===== src/atc_trigger_ctrl.sv =====
// The strobed register port and the register addresses are this design's own decisions.
`timescale 1ns/100ps
`default_nettype none
package atc_pkg;
  localparam int CLK_MHZ = 40;
  localparam int AW = 8;
  localparam int TW = 24;
  localparam int DW = 16;

  localparam logic [AW-1:0] OFS_CTRL = 8'h00;
  localparam logic [AW-1:0] OFS_CMD = 8'h04;
  localparam logic [AW-1:0] OFS_EXPOSURE = 8'h08;
  localparam logic [AW-1:0] OFS_PERIOD = 8'h0c;
  localparam logic [AW-1:0] OFS_READOUT = 8'h10;
  localparam logic [AW-1:0] OFS_DEBOUNCE = 8'h14;
  localparam logic [AW-1:0] OFS_USER_LINE = 8'h18;
  localparam logic [AW-1:0] OFS_STATUS = 8'h1c;

  localparam int CTRL_EXT_BIT = 0;
  localparam int CTRL_SRC_LSB = 1;
  localparam int CTRL_POL_BIT = 3;
  localparam int CTRL_PW_BIT = 4;
  localparam int CMD_START_BIT = 0;
  localparam int CMD_STOP_BIT = 1;
  localparam int CMD_SOFT_BIT = 2;
  localparam int USER_LINE_BIT = 0;
  localparam int STAT_FCNT_LSB = 16;

  localparam logic CTRL_EXT_RST = 1'b0;
  localparam logic CTRL_POL_RST = 1'b1;
  localparam logic CTRL_PW_RST = 1'b0;
  localparam logic WAIT_RST = 1'b1;

  localparam int EXP_RST_US = 100;
  localparam int EXP_RST_CYC = EXP_RST_US * CLK_MHZ;
  localparam int READOUT_RST_US = 50;
  localparam int READOUT_RST_CYC = READOUT_RST_US * CLK_MHZ;
  localparam int PERIOD_RST_US = 1000;
  localparam int PERIOD_RST_CYC = PERIOD_RST_US * CLK_MHZ;
  localparam int DEB_RST_US = 1;
  localparam int DEB_RST_CYC = DEB_RST_US * CLK_MHZ;

  typedef enum logic [1:0] {SRC_SOFT, SRC_USER, SRC_CC1, SRC_HW} atc_src_t;
  typedef enum logic [1:0] {ST_WAIT, ST_EXPOSE, ST_READOUT} atc_phase_t;

  typedef struct packed {
    logic [AW-1:0] addr;
    logic [31:0] wdata;
    logic wr;
    logic rd;
  } atc_bus_req_t;

  typedef struct packed {
    logic ext_en;
    atc_src_t src;
    logic pol_rise;
    logic pw_mode;
    logic [TW-1:0] exp_time;
    logic [TW-1:0] period;
    logic [TW-1:0] readout;
    logic [DW-1:0] deb_w;
    logic user_line;
    logic acq_en;
    logic stop_pend;
    atc_phase_t phase;
    logic [TW-1:0] cnt;
    logic [TW-1:0] fr_cnt;
    logic [DW-1:0] deb_cnt;
    logic deb_level;
    logic act_prev;
    logic strobe;
    logic waiting;
    logic frame_start;
    logic [15:0] frame_cnt;
    logic [31:0] rdata;
  } atc_state_t;
endpackage

module atc_trigger_ctrl #(
  parameter int PERIOD_RST = atc_pkg::PERIOD_RST_CYC
) (
  input wire logic clk_i,
  input wire logic resetn_i,
  input wire atc_pkg::atc_bus_req_t bus_i,
  output logic [31:0] rdata_o,
  input wire logic cc1_i,
  input wire logic hw_input_line_i,
  output logic strobe_o,
  output logic frame_start_o,
  output logic acq_active_o,
  output logic waiting_o
);
  atc_pkg::atc_state_t st_reg;
  atc_pkg::atc_state_t st_next;
  logic [1:0] pins_sync;
  logic cc1_sync;
  logic hw_sync;
  logic cmd_start;
  logic cmd_stop;
  logic cmd_soft;
  logic lvl;
  logic act;
  logic ext_edge;
  logic int_trig;
  logic trig;
  logic pw_active;

  // pins cross in from outside the clock domain
  atc_sync #(.W(2)) u_pin_sync (
    .clk_i(clk_i),
    .resetn_i(resetn_i),
    .din_i({cc1_i, hw_input_line_i}),
    .dout_o(pins_sync)
  );
  assign cc1_sync = pins_sync[1];
  assign hw_sync = pins_sync[0];

  always_comb begin
    st_next = st_reg;
    st_next.frame_start = 1'b0;
    st_next.rdata = '0;
    cmd_start = bus_i.wr && bus_i.addr == atc_pkg::OFS_CMD && bus_i.wdata[atc_pkg::CMD_START_BIT];
    cmd_stop = bus_i.wr && bus_i.addr == atc_pkg::OFS_CMD && bus_i.wdata[atc_pkg::CMD_STOP_BIT];
    cmd_soft = bus_i.wr && bus_i.addr == atc_pkg::OFS_CMD && bus_i.wdata[atc_pkg::CMD_SOFT_BIT];

    if (bus_i.wr) begin
      case (bus_i.addr)
        atc_pkg::OFS_CTRL: begin
          st_next.ext_en = bus_i.wdata[atc_pkg::CTRL_EXT_BIT];
          st_next.src = atc_pkg::atc_src_t'(bus_i.wdata[atc_pkg::CTRL_SRC_LSB +: 2]);
          st_next.pol_rise = bus_i.wdata[atc_pkg::CTRL_POL_BIT];
          st_next.pw_mode = bus_i.wdata[atc_pkg::CTRL_PW_BIT];
        end
        atc_pkg::OFS_EXPOSURE: st_next.exp_time = bus_i.wdata[atc_pkg::TW-1:0];
        atc_pkg::OFS_PERIOD: st_next.period = bus_i.wdata[atc_pkg::TW-1:0];
        atc_pkg::OFS_READOUT: st_next.readout = bus_i.wdata[atc_pkg::TW-1:0];
        atc_pkg::OFS_DEBOUNCE: st_next.deb_w = bus_i.wdata[atc_pkg::DW-1:0];
        atc_pkg::OFS_USER_LINE: st_next.user_line = bus_i.wdata[atc_pkg::USER_LINE_BIT];
        default: ;
      endcase
    end

    // debounce: level follows the pin only after it held a new value for deb_w cycles
    if (hw_sync != st_reg.deb_level) begin
      if ({1'b0, st_reg.deb_cnt} + 17'h00001 >= {1'b0, st_reg.deb_w}) begin
        st_next.deb_level = hw_sync;
        st_next.deb_cnt = '0;
      end else begin
        st_next.deb_cnt = st_reg.deb_cnt + 16'h0001;
      end
    end else begin
      st_next.deb_cnt = '0;
    end

    case (st_reg.src)
      atc_pkg::SRC_USER: lvl = st_reg.user_line;
      atc_pkg::SRC_CC1: lvl = cc1_sync;
      atc_pkg::SRC_HW: lvl = st_reg.deb_level;
      default: lvl = ~st_reg.pol_rise;
    endcase
    act = st_reg.pol_rise ? lvl : ~lvl;
    st_next.act_prev = act;
    // software trigger is an event, not a level: one command, one edge
    ext_edge = (st_reg.src == atc_pkg::SRC_SOFT) ? cmd_soft : (act & ~st_reg.act_prev);
    pw_active = st_reg.ext_en && st_reg.pw_mode && st_reg.src != atc_pkg::SRC_SOFT;

    // period counted from frame start; a frame longer than the period holds the
    // next trigger back until waiting, which caps the rate at the maximum
    if (st_reg.acq_en && st_reg.fr_cnt != '1) begin
      st_next.fr_cnt = st_reg.fr_cnt + 24'h000001;
    end
    int_trig = ({1'b0, st_reg.fr_cnt} + 25'h0000001 >= {1'b0, st_reg.period});
    trig = (st_reg.ext_en ? ext_edge : int_trig) && !cmd_stop;

    case (st_reg.phase)
      atc_pkg::ST_WAIT: begin
        // an external trigger edge outside this state falls through and is lost; the internal trigger stays asserted
        if (st_reg.acq_en && trig) begin
          st_next.phase = atc_pkg::ST_EXPOSE;
          st_next.cnt = st_reg.exp_time;
          st_next.fr_cnt = '0;
          st_next.frame_start = 1'b1;
          st_next.frame_cnt = st_reg.frame_cnt + 16'h0001;
        end
      end
      atc_pkg::ST_EXPOSE: begin
        if (pw_active ? !act : (st_reg.cnt <= 24'h000001)) begin
          st_next.phase = atc_pkg::ST_READOUT;
          st_next.cnt = st_reg.readout;
        end else begin
          st_next.cnt = st_reg.cnt - 24'h000001;
        end
      end
      atc_pkg::ST_READOUT: begin
        if (st_reg.cnt <= 24'h000001) begin
          st_next.phase = atc_pkg::ST_WAIT;
          if (st_reg.stop_pend) begin
            st_next.acq_en = 1'b0;
            st_next.stop_pend = 1'b0;
          end
        end else begin
          st_next.cnt = st_reg.cnt - 24'h000001;
        end
      end
      default: st_next.phase = atc_pkg::ST_WAIT;
    endcase

    if (cmd_start) begin
      st_next.acq_en = 1'b1;
      st_next.stop_pend = 1'b0;
    end
    if (cmd_stop && st_reg.acq_en) begin
      // a stop in the last readout cycle lands in waiting, so it must not stay pending
      if (st_next.phase == atc_pkg::ST_WAIT) begin
        st_next.acq_en = 1'b0;
        st_next.stop_pend = 1'b0;
      end else begin
        st_next.stop_pend = 1'b1;
        st_next.acq_en = 1'b1;
      end
    end

    st_next.strobe = (st_next.phase == atc_pkg::ST_EXPOSE);
    st_next.waiting = (st_next.phase == atc_pkg::ST_WAIT);

    if (bus_i.rd) begin
      case (bus_i.addr)
        atc_pkg::OFS_CTRL: st_next.rdata = {27'h0000000, st_reg.pw_mode, st_reg.pol_rise, st_reg.src, st_reg.ext_en};
        atc_pkg::OFS_EXPOSURE: st_next.rdata = {8'h00, st_reg.exp_time};
        atc_pkg::OFS_PERIOD: st_next.rdata = {8'h00, st_reg.period};
        atc_pkg::OFS_READOUT: st_next.rdata = {8'h00, st_reg.readout};
        atc_pkg::OFS_DEBOUNCE: st_next.rdata = {16'h0000, st_reg.deb_w};
        atc_pkg::OFS_USER_LINE: st_next.rdata = {31'h00000000, st_reg.user_line};
        atc_pkg::OFS_STATUS: begin
          st_next.rdata = {st_reg.frame_cnt, 11'h000, st_reg.stop_pend,
                           st_reg.phase == atc_pkg::ST_READOUT, st_reg.phase == atc_pkg::ST_EXPOSE,
                           st_reg.phase == atc_pkg::ST_WAIT && st_reg.acq_en, st_reg.acq_en};
        end
        default: st_next.rdata = '0;
      endcase
    end
  end

  always_ff @(posedge clk_i or negedge resetn_i) begin
    if (!resetn_i) begin
      st_reg <= '0;
      st_reg.ext_en <= atc_pkg::CTRL_EXT_RST;
      st_reg.src <= atc_pkg::SRC_SOFT;
      st_reg.pol_rise <= atc_pkg::CTRL_POL_RST;
      st_reg.pw_mode <= atc_pkg::CTRL_PW_RST;
      st_reg.exp_time <= atc_pkg::TW'(atc_pkg::EXP_RST_CYC);
      st_reg.period <= atc_pkg::TW'(PERIOD_RST);
      st_reg.readout <= atc_pkg::TW'(atc_pkg::READOUT_RST_CYC);
      st_reg.deb_w <= atc_pkg::DW'(atc_pkg::DEB_RST_CYC);
      st_reg.phase <= atc_pkg::ST_WAIT;
      st_reg.waiting <= atc_pkg::WAIT_RST;
      st_reg.act_prev <= 1'b0;
    end else begin
      st_reg <= st_next;
    end
  end

  assign rdata_o = st_reg.rdata;
  assign strobe_o = st_reg.strobe;
  assign frame_start_o = st_reg.frame_start;
  assign acq_active_o = st_reg.acq_en;
  assign waiting_o = st_reg.waiting;
endmodule
`default_nettype wire


===== src/atc_sync.sv =====
`timescale 1ns/100ps
`default_nettype none
module atc_sync #(
  parameter int W = 1
) (
  input wire logic clk_i,
  input wire logic resetn_i,
  input wire logic [W-1:0] din_i,
  output logic [W-1:0] dout_o
);
  logic [W-1:0] meta_reg;

  always_ff @(posedge clk_i or negedge resetn_i) begin
    if (!resetn_i) begin
      meta_reg <= '0;
      dout_o <= '0;
    end else begin
      meta_reg <= din_i;
      dout_o <= meta_reg;
    end
  end
endmodule
`default_nettype wire


===== config.mk =====
export PLATFORM = sky130hd
export DESIGN_NAME = atc_trigger_ctrl
export DESIGN_NICKNAME = d
export VERILOG_FILES = /design/src/atc_trigger_ctrl.sv /design/src/atc_sync.sv
export SDC_FILE = /design/constraint.sdc
export NUM_CORES = 1
export LEC_CHECK = 0
export BUFFER_PORTS_ARGS = -buffer_cell sky130_fd_sc_hd__buf_2
export CAP_MARGIN = 5
export CORE_MARGIN = 4
export CORE_UTILIZATION = 42
export DETAILED_ROUTE_END_ITERATION = 12
export PLACE_DENSITY = 0.59
export REMOVE_ABC_BUFFERS = 1
export SKIP_LAST_GASP = 1
export SLEW_MARGIN = 0
export SYNTH_ARGS = -nofsm -noshare
export SYNTH_HDL_FRONTEND = slang
export SYNTH_SLANG_ARGS = --single-unit

===== constraint.sdc =====
create_clock -name clk_i -period 4.82 [get_ports clk_i]
set_clock_uncertainty 0.15 [all_clocks]
set_input_delay 0.482 -clock clk_i [delete_from_list [all_inputs] [get_ports clk_i]]
set_output_delay 0.482 -clock clk_i [all_outputs]
set_load 0.03 [all_outputs]

==> flow_metrics.env, run 1 <==
export IMPL_nets=1241
export IMPL_arrival_ns=4.60
export IMPL_cts_root_buf="clkbuf_16"
export IMPL_timing_rr_end="st_reg[33]"
export IMPL_critPathMaxFanout=41
export IMPL_p_clk_share_pct=27.1
export IMPL_netlist_area_um2=11700
export IMPL_ir_drop_v=0.000434
export IMPL_drc_errors=0
export IMPL_clockBufferDepth=3
export IMPL_wl_per_cell_um=19.3
export IMPL_drv_slew=0
export IMPL_worst_slack_ns=0.461
export IMPL_setup_viol=0
export IMPL_r2r_slack_ns=0.46
export IMPL_syn_to_final_growth_pct=13.1
export IMPL_rows=60
export IMPL_largest_reg_flops=179
export IMPL_synth_top_area_share_pct=42.5
export IMPL_grt_pass1_wl_mm=47.5
export IMPL_wl_mm=29.7
export IMPL_cpMaxStageDelayCell="dfrtp_1"
export IMPL_finalPower_mw=7.52
export IMPL_r2r_start="st_reg[69]"
export IMPL_start_util_pct=42.9
export IMPL_synthTopCellsByArea="dfrtp_1 42%, mux2_2 9.2%, ha_1 5.3%, dfstp_2 4.7%, a22oi_1 3.6%"
export IMPL_worstRegToRegCells=15
export IMPL_hp_start="bus_i[22]"
export IMPL_num_vias=8450
export IMPL_holdCritPathClass="primary input to flop"
export IMPL_clock_latency_ns=0.52
export IMPL_criticalPathCategory="flop to flop"
export IMPL_yosysSeqAreaShare_pct=47.2
export IMPL_yosysWarnings=0
export IMPL_p_per_area_nw_per_um2=570
export IMPL_p_leak_nw=5.99
export IMPL_synthFlopType="dfrtp_1"
export IMPL_antenna_found_initial=0
export IMPL_p_seq_share_pct=32.8
export IMPL_rsz0062_at_grt="false"
export IMPL_ys_ff_latch=219
export IMPL_cp_data_required_time_ns=5.06
export IMPL_crit_family="simple AND/OR/NAND/NOR gates"
export IMPL_die_height_um=175
export IMPL_whs_endpoint="st_reg[158]"
export IMPL_crit_buf_inv=1
export IMPL_initialDrtViolationCount=717
export IMPL_multi_input_area_um2=5570
export IMPL_fillCellCount=2534
export IMPL_syn_instance_count=1101
export IMPL_p_int_mw=4.57
export IMPL_maxClockFrequency_mhz=229
export IMPL_port_buffers=73
export IMPL_slew_headroom_pct=20.5
export IMPL_synthDistinctLibCells=64
export IMPL_status="finished clean"
export IMPL_die_area_um2=30500
export IMPL_post_cts_buffers=0
export IMPL_die_w_um=175
export IMPL_final_layout_size_suffix_gt1_share_pct=24.2
export IMPL_whs_path_depth=2
export IMPL_finalHoldViolations=0
export IMPL_yosysTopAreaCell="dfrtp_1"
export IMPL_combPwrFrac_pct=40.2
export IMPL_place_gp_congestion=0.867
export IMPL_ant_nets=0
export IMPL_final_seq_area_um2=5510
export IMPL_grt_pass1_vias=8539
export IMPL_dpl_hpwl_mm=20.8
export IMPL_grt_total_usage_pct=19.2
export IMPL_cts_sinks=219
export IMPL_min_period_over_period_pct=90.4
export IMPL_ys_top_cells_by_count="198 x dfrtp_1, 95 x mux2_2, 73 x nand2_1, 72 x nor2_1, 56 x a22oi_1"
export IMPL_drt_first_pass_iters=5
export IMPL_grt_overflow_total=0
export IMPL_core_area_um2=27200
export IMPL_cts_tree="yes"
export IMPL_io_pin_count=82
export IMPL_cts_made_buffers=24
export IMPL_synth_most_common_cell="dfrtp_1"
export IMPL_clk_pin_slew_ns=0.06
export IMPL_worst_path_largest_cell_delay_ns=0.42
export IMPL_post_place_ws_ns=0.281
export IMPL_drv_cap=0
export IMPL_netSwitchingFraction_pct=39.3
export IMPL_end_kind="flop"
export IMPL_worst_pin_slew_ns=1.19
export IMPL_finalCriticalPeriod_ns=4.36
export IMPL_num_antenna_cells=0
export IMPL_grt_max_degree=102
export IMPL_async_reset_ff_share_pct=100
export IMPL_netSwitchingPower_mw=2.96
export IMPL_cp_cell_sequence="ha_1, nand3_1, nor3_2, nand3_1, nor2_1, and3_1, xor2_1, ha_1, nand4_1, nor3_2, o221ai_1, a31o_2, a211oi_4, buf_12, mux2_2"
export IMPL_h_tree_depth=1
export IMPL_via_per_inst=5.50
export IMPL_cp_start_kind="flop"
export IMPL_synth_edf_count=0
export IMPL_avgSynthCellArea_um2=10.6
## repair_timing
item / 4_1_cts / 5_1_grt
hold endpoints to repair: 86 / 0
endpoints found under the setup margin: 0 / 36
resized for setup: 0 / 4
hold buffers: 3 / 0
## power groups by stage
| stage | Sequential [mW] | Clock (mW) | Combinational (mW) |
|---|---|---|---|
| detailed placement | 2.49 | 0 | 2.98 |
| CTS | 2.46 | 2.08 | 3.00 |
| global route | 2.51 | 2.16 | 3.42 |
| floorplan | 2.41 | 0 | 2.23 |
| finish | 2.46 | 2.04 | 3.02 |
| global placement | 2.48 | 0 | 2.95 |
## per-layer routing
metal  global-route usage, %  part of all wire (%)  routed length [µm]  up-vias
met3                    3.74                   5.4                1610       31
li1                        -                     -                   -     4030
met1                    26.9                    46               13600     4161
met5                       0                     0                   0        -
met4                    3.90                   1.7                 518        0
met2                    31.3                    47               13900      228
## stage by stage
stage               instances  instance area (µm²)  hold slack (ns)  utilization (%)  TNS, ns
detailed placement       1489                12300            0.189             45.1        0
CTS                      1536                13200           0.0737             48.5        0
global route             1536                13200           0.0819             48.5        0
finish                   1536                13200           0.0954             48.5        0
floorplan                1024                11200           0.0364                -    -6.24
global placement         1489                12300            0.192             45.1        0
## worst max path at each step
| stage | startpoint | end | slack, ns | cells past startpoint |
|---|---|---|---|---|
| 2_1_floorplan | st_reg[69] | st_reg[104] | -0.26 | 17 |
| 3_3_place_gp | st_reg[69] | st_reg[107] | 0.35 | 17 |
| 3_5_place_dp | st_reg[69] | st_reg[104] | 0.28 | 17 |
| 4_1_cts | st_reg[69] | st_reg[107] | 0.26 | 17 |
| 5_1_grt | st_reg[69] | st_reg[104] | 0.03 | 18 |
| 6_report | st_reg[69] | st_reg[33] | 0.46 | 15 |
## area by class of cell
type | instances | area share, %
sequential | 219 | 41.7
inverter | 49 | 1.39
timing repair buffer | 96 | 4.40
clock inverter | 11 | 1.41
multi-input combinational | 756 | 42.2
tap | 372 | 3.53
clock buffer | 33 | 5.27
## logic make-up (layout without fill, tap and decap cells)
group	after synthesis	in the layout	synth area share, %
xor+xnor	79	79	5.93
compound gates	223	223	13.3
flops	219	219	47.2
simple gates	310	310	13.7
mux	95	95	9.17
fa+ha+maj	49	49	5.26
buf+inv	126	189	5.45
## layout by cell type, fill, tap and decap left out, types with 5 or more instances in the layout
cell	count
dfrtp_1	198
mux2_2	95
nand2_1	73
buf_2	72
nor2_1	69
a22oi_1	56
ha_1	49
inv_1	48
xnor2_1	47
a21oi_1	46
nand3_1	40
and3_1	37
xor2_1	32
o21ai_1	32
clkbuf_16	25
nand4_1	22
dfstp_2	21
o21ai_0	18
buf_4	18
nor3_1	12
or3_1	10
a221oi_2	10
a31oi_1	9
nor4_1	8
a21o_1	7
and2_1	6
nand2b_1	5
a221oi_1	5
bufinv_16	5
(Power assumes the default switching activity.)
==> inputs of run 2 (changes only) <==
--- a/config.mk
+++ b/config.mk
@@ -7,10 +7,11 @@
 export LEC_CHECK = 0
 export BUFFER_PORTS_ARGS = -buffer_cell sky130_fd_sc_hd__buf_2
 export CAP_MARGIN = 5
+export CORE_ASPECT_RATIO = 0.75
 export CORE_MARGIN = 4
-export CORE_UTILIZATION = 42
+export CORE_UTILIZATION = 40
 export DETAILED_ROUTE_END_ITERATION = 12
-export PLACE_DENSITY = 0.59
+export PLACE_DENSITY = 0.57
 export REMOVE_ABC_BUFFERS = 1
 export SKIP_LAST_GASP = 1
 export SLEW_MARGIN = 0
==> run 2 against run 1 <==
Against the previous run: design area barely moved; via count grew 1.8%; sequential share of layout area is essentially flat; non-clock buffer count grew 7; flip-flop and latch count did not move; critical path type unchanged; highest routed layer is now met5.
==> flow_metrics.env, run 2 (synthesis gave the netlist of run 1 again) <==
export IMPL_finalHoldViolations=0
export IMPL_final_util_pct=46.5
export IMPL_p_leak_nw=5.99
export IMPL_grt_overflow_total=0
export IMPL_rows=53
export IMPL_antenna_found_initial=1
export IMPL_start_util_pct=41.1
export IMPL_core_area_um2=28400
export IMPL_post_cts_buffers=0
export IMPL_place_gp_congestion=0.836
export IMPL_wl_per_cell_um=19.5
export IMPL_arrival_ns=4.59
export IMPL_cp_data_required_time_ns=5.08
export IMPL_final_layout_size_suffix_gt1_share_pct=24.3
export IMPL_port_buffers=73
export IMPL_p_per_area_nw_per_um2=566
export IMPL_num_vias=8600
export IMPL_drv_slew=0
export IMPL_critPathMaxFanout=32
export IMPL_cts_made_buffers=24
export IMPL_drt_first_pass_iters=7
export IMPL_dpl_hpwl_mm=21.4
export IMPL_clk_pin_slew_ns=0.06
export IMPL_final_seq_area_um2=5510
export IMPL_holdCritPathClass="primary input to flop"
export IMPL_h_tree_depth=1
export IMPL_die_w_um=205
export IMPL_finalCriticalPeriod_ns=4.33
export IMPL_grt_pass1_wl_mm=48.7
export IMPL_final_cell_mix="198 x dfrtp_1, 95 x mux2_2, 73 x nand2_1"
export IMPL_r2r_slack_ns=0.49
export IMPL_initialDrtViolationCount=573
export IMPL_cts_tree="yes"
export IMPL_grt_pass1_vias=8467
export IMPL_worstRegToRegCells=18
export IMPL_cts_sinks=219
export IMPL_clockBufferDepth=3
export IMPL_setup_viol=0
export IMPL_fillCellCount=2732
export IMPL_die_area_um2=32000
export IMPL_end_kind="flop"
export IMPL_final_common_cell="dfrtp_1"
export IMPL_num_antenna_cells=0
export IMPL_min_period_over_period_pct=89.9
export IMPL_final_cell_area_um2=13200
export IMPL_dp_cells=1509
export IMPL_timing_rr_end="st_reg[104]"
export IMPL_hold_ws_ns=0.0782
export IMPL_die_height_um=156
export IMPL_wl_mm=30.3
export IMPL_finalPower_mw=7.47
export IMPL_r2r_start="st_reg[69]"
export IMPL_multi_input_area_um2=5560
export IMPL_cp_start_kind="flop"
export IMPL_criticalPathCategory="flop to flop"
export IMPL_ant_nets=0
export IMPL_nets=1248
export IMPL_largest_reg_flops=179
export IMPL_whs_path_depth=2
export IMPL_slew_headroom_pct=31.3
export IMPL_instances_no_fill=1556
export IMPL_worst_pin_slew_ns=1.03
export IMPL_drc_errors=0
export IMPL_rsz0062_at_grt="false"
export IMPL_maxClockFrequency_mhz=231
export IMPL_via_per_inst=5.53
export IMPL_hp_start="bus_i[19]"
export IMPL_syn_to_final_growth_pct=13.1
export IMPL_status="finished clean"
export IMPL_cts_root_buf="clkbuf_16"
export IMPL_drv_cap=0
export IMPL_dpl_cell_area_um2=12400
export IMPL_grt_total_usage_pct=19.0
export IMPL_clock_latency_ns=0.52
export IMPL_ir_drop_v=0.000394
export IMPL_whs_endpoint="st_reg[203]"
export IMPL_io_pin_count=82
export IMPL_grt_max_degree=109
[run 2: what timing repair did]
action,in CTS,in global routing
hold endpoints to repair,98,0
endpoints found under the setup margin,0,3
gates resized for setup,0,1
hold buffers,3,0
[run 2: worst max-delay path: stages (launching register included)]
cell and delay [ns]:
dfrtp_1 0.41, ha_1 0.25, nand3_1 0.14, nor3_2 0.29, nand3_1 0.20, nor2_1 0.19
and3_1 0.26, xor2_1 0.09, ha_1 0.31, nand4_1 0.14, nor3_1 0.23, buf_4 0.16
o221ai_1 0.10, a31o_2 0.33, a21oi_1 0.33, o21ai_4 0.15, buf_12 0.19, o21ai_0 0.18
o21ai_1 0.08
[run 2: worst max-delay path by stage]
stage,slack [ns],to,from,cells past startpoint
after floorplan,-0.26,st_reg[104],st_reg[69],17
after global placement,0.48,st_reg[33],st_reg[69],16
after detailed placement,0.44,st_reg[105],st_reg[69],18
after CTS,0.40,st_reg[104],st_reg[69],18
after global routing,0.1,st_reg[96],st_reg[69],18
final,0.49,st_reg[104],st_reg[69],18
[run 2: layout make-up]
| cell class | instances | share of cell area [%] |
|---|---|---|
| Sequential cell | 219 | 41.7 |
| Inverter | 49 | 1.39 |
| Clock inverter | 6 | 0.455 |
| Tap cell | 385 | 3.65 |
| Timing Repair Buffer | 103 | 4.99 |
| Clock buffer | 38 | 5.64 |
| Multi-Input combinational cell | 756 | 42.2 |
[run 2: report_power, final]
group	total, mW	internal [mW]	switching, mW
sequential	2.47	2.11	0.366
combinational	3.12	1.20	1.93
clock	1.88	1.11	0.765
[run 2: routing by layer]
layer  share of wire [%]  wire length (µm)  vias up  global-route usage, %
li1                    -                 -     4037                      -
met1                  51             15600     4298                   30.1
met2                  41             12500      230                   27.2
met3                 5.8              1760       33                   3.64
met4                 1.3               408        2                   3.03
met5               0.043                13        -                      0
[run 2: stage by stage]
step | worst slack [ns] | setup TNS, ns
after floorplan | -0.258 | -6.24
after global placement | 0.481 | 0
after detailed placement | 0.436 | 0
after CTS | 0.399 | 0
after global routing | 0.0995 | 0
final | 0.486 | 0
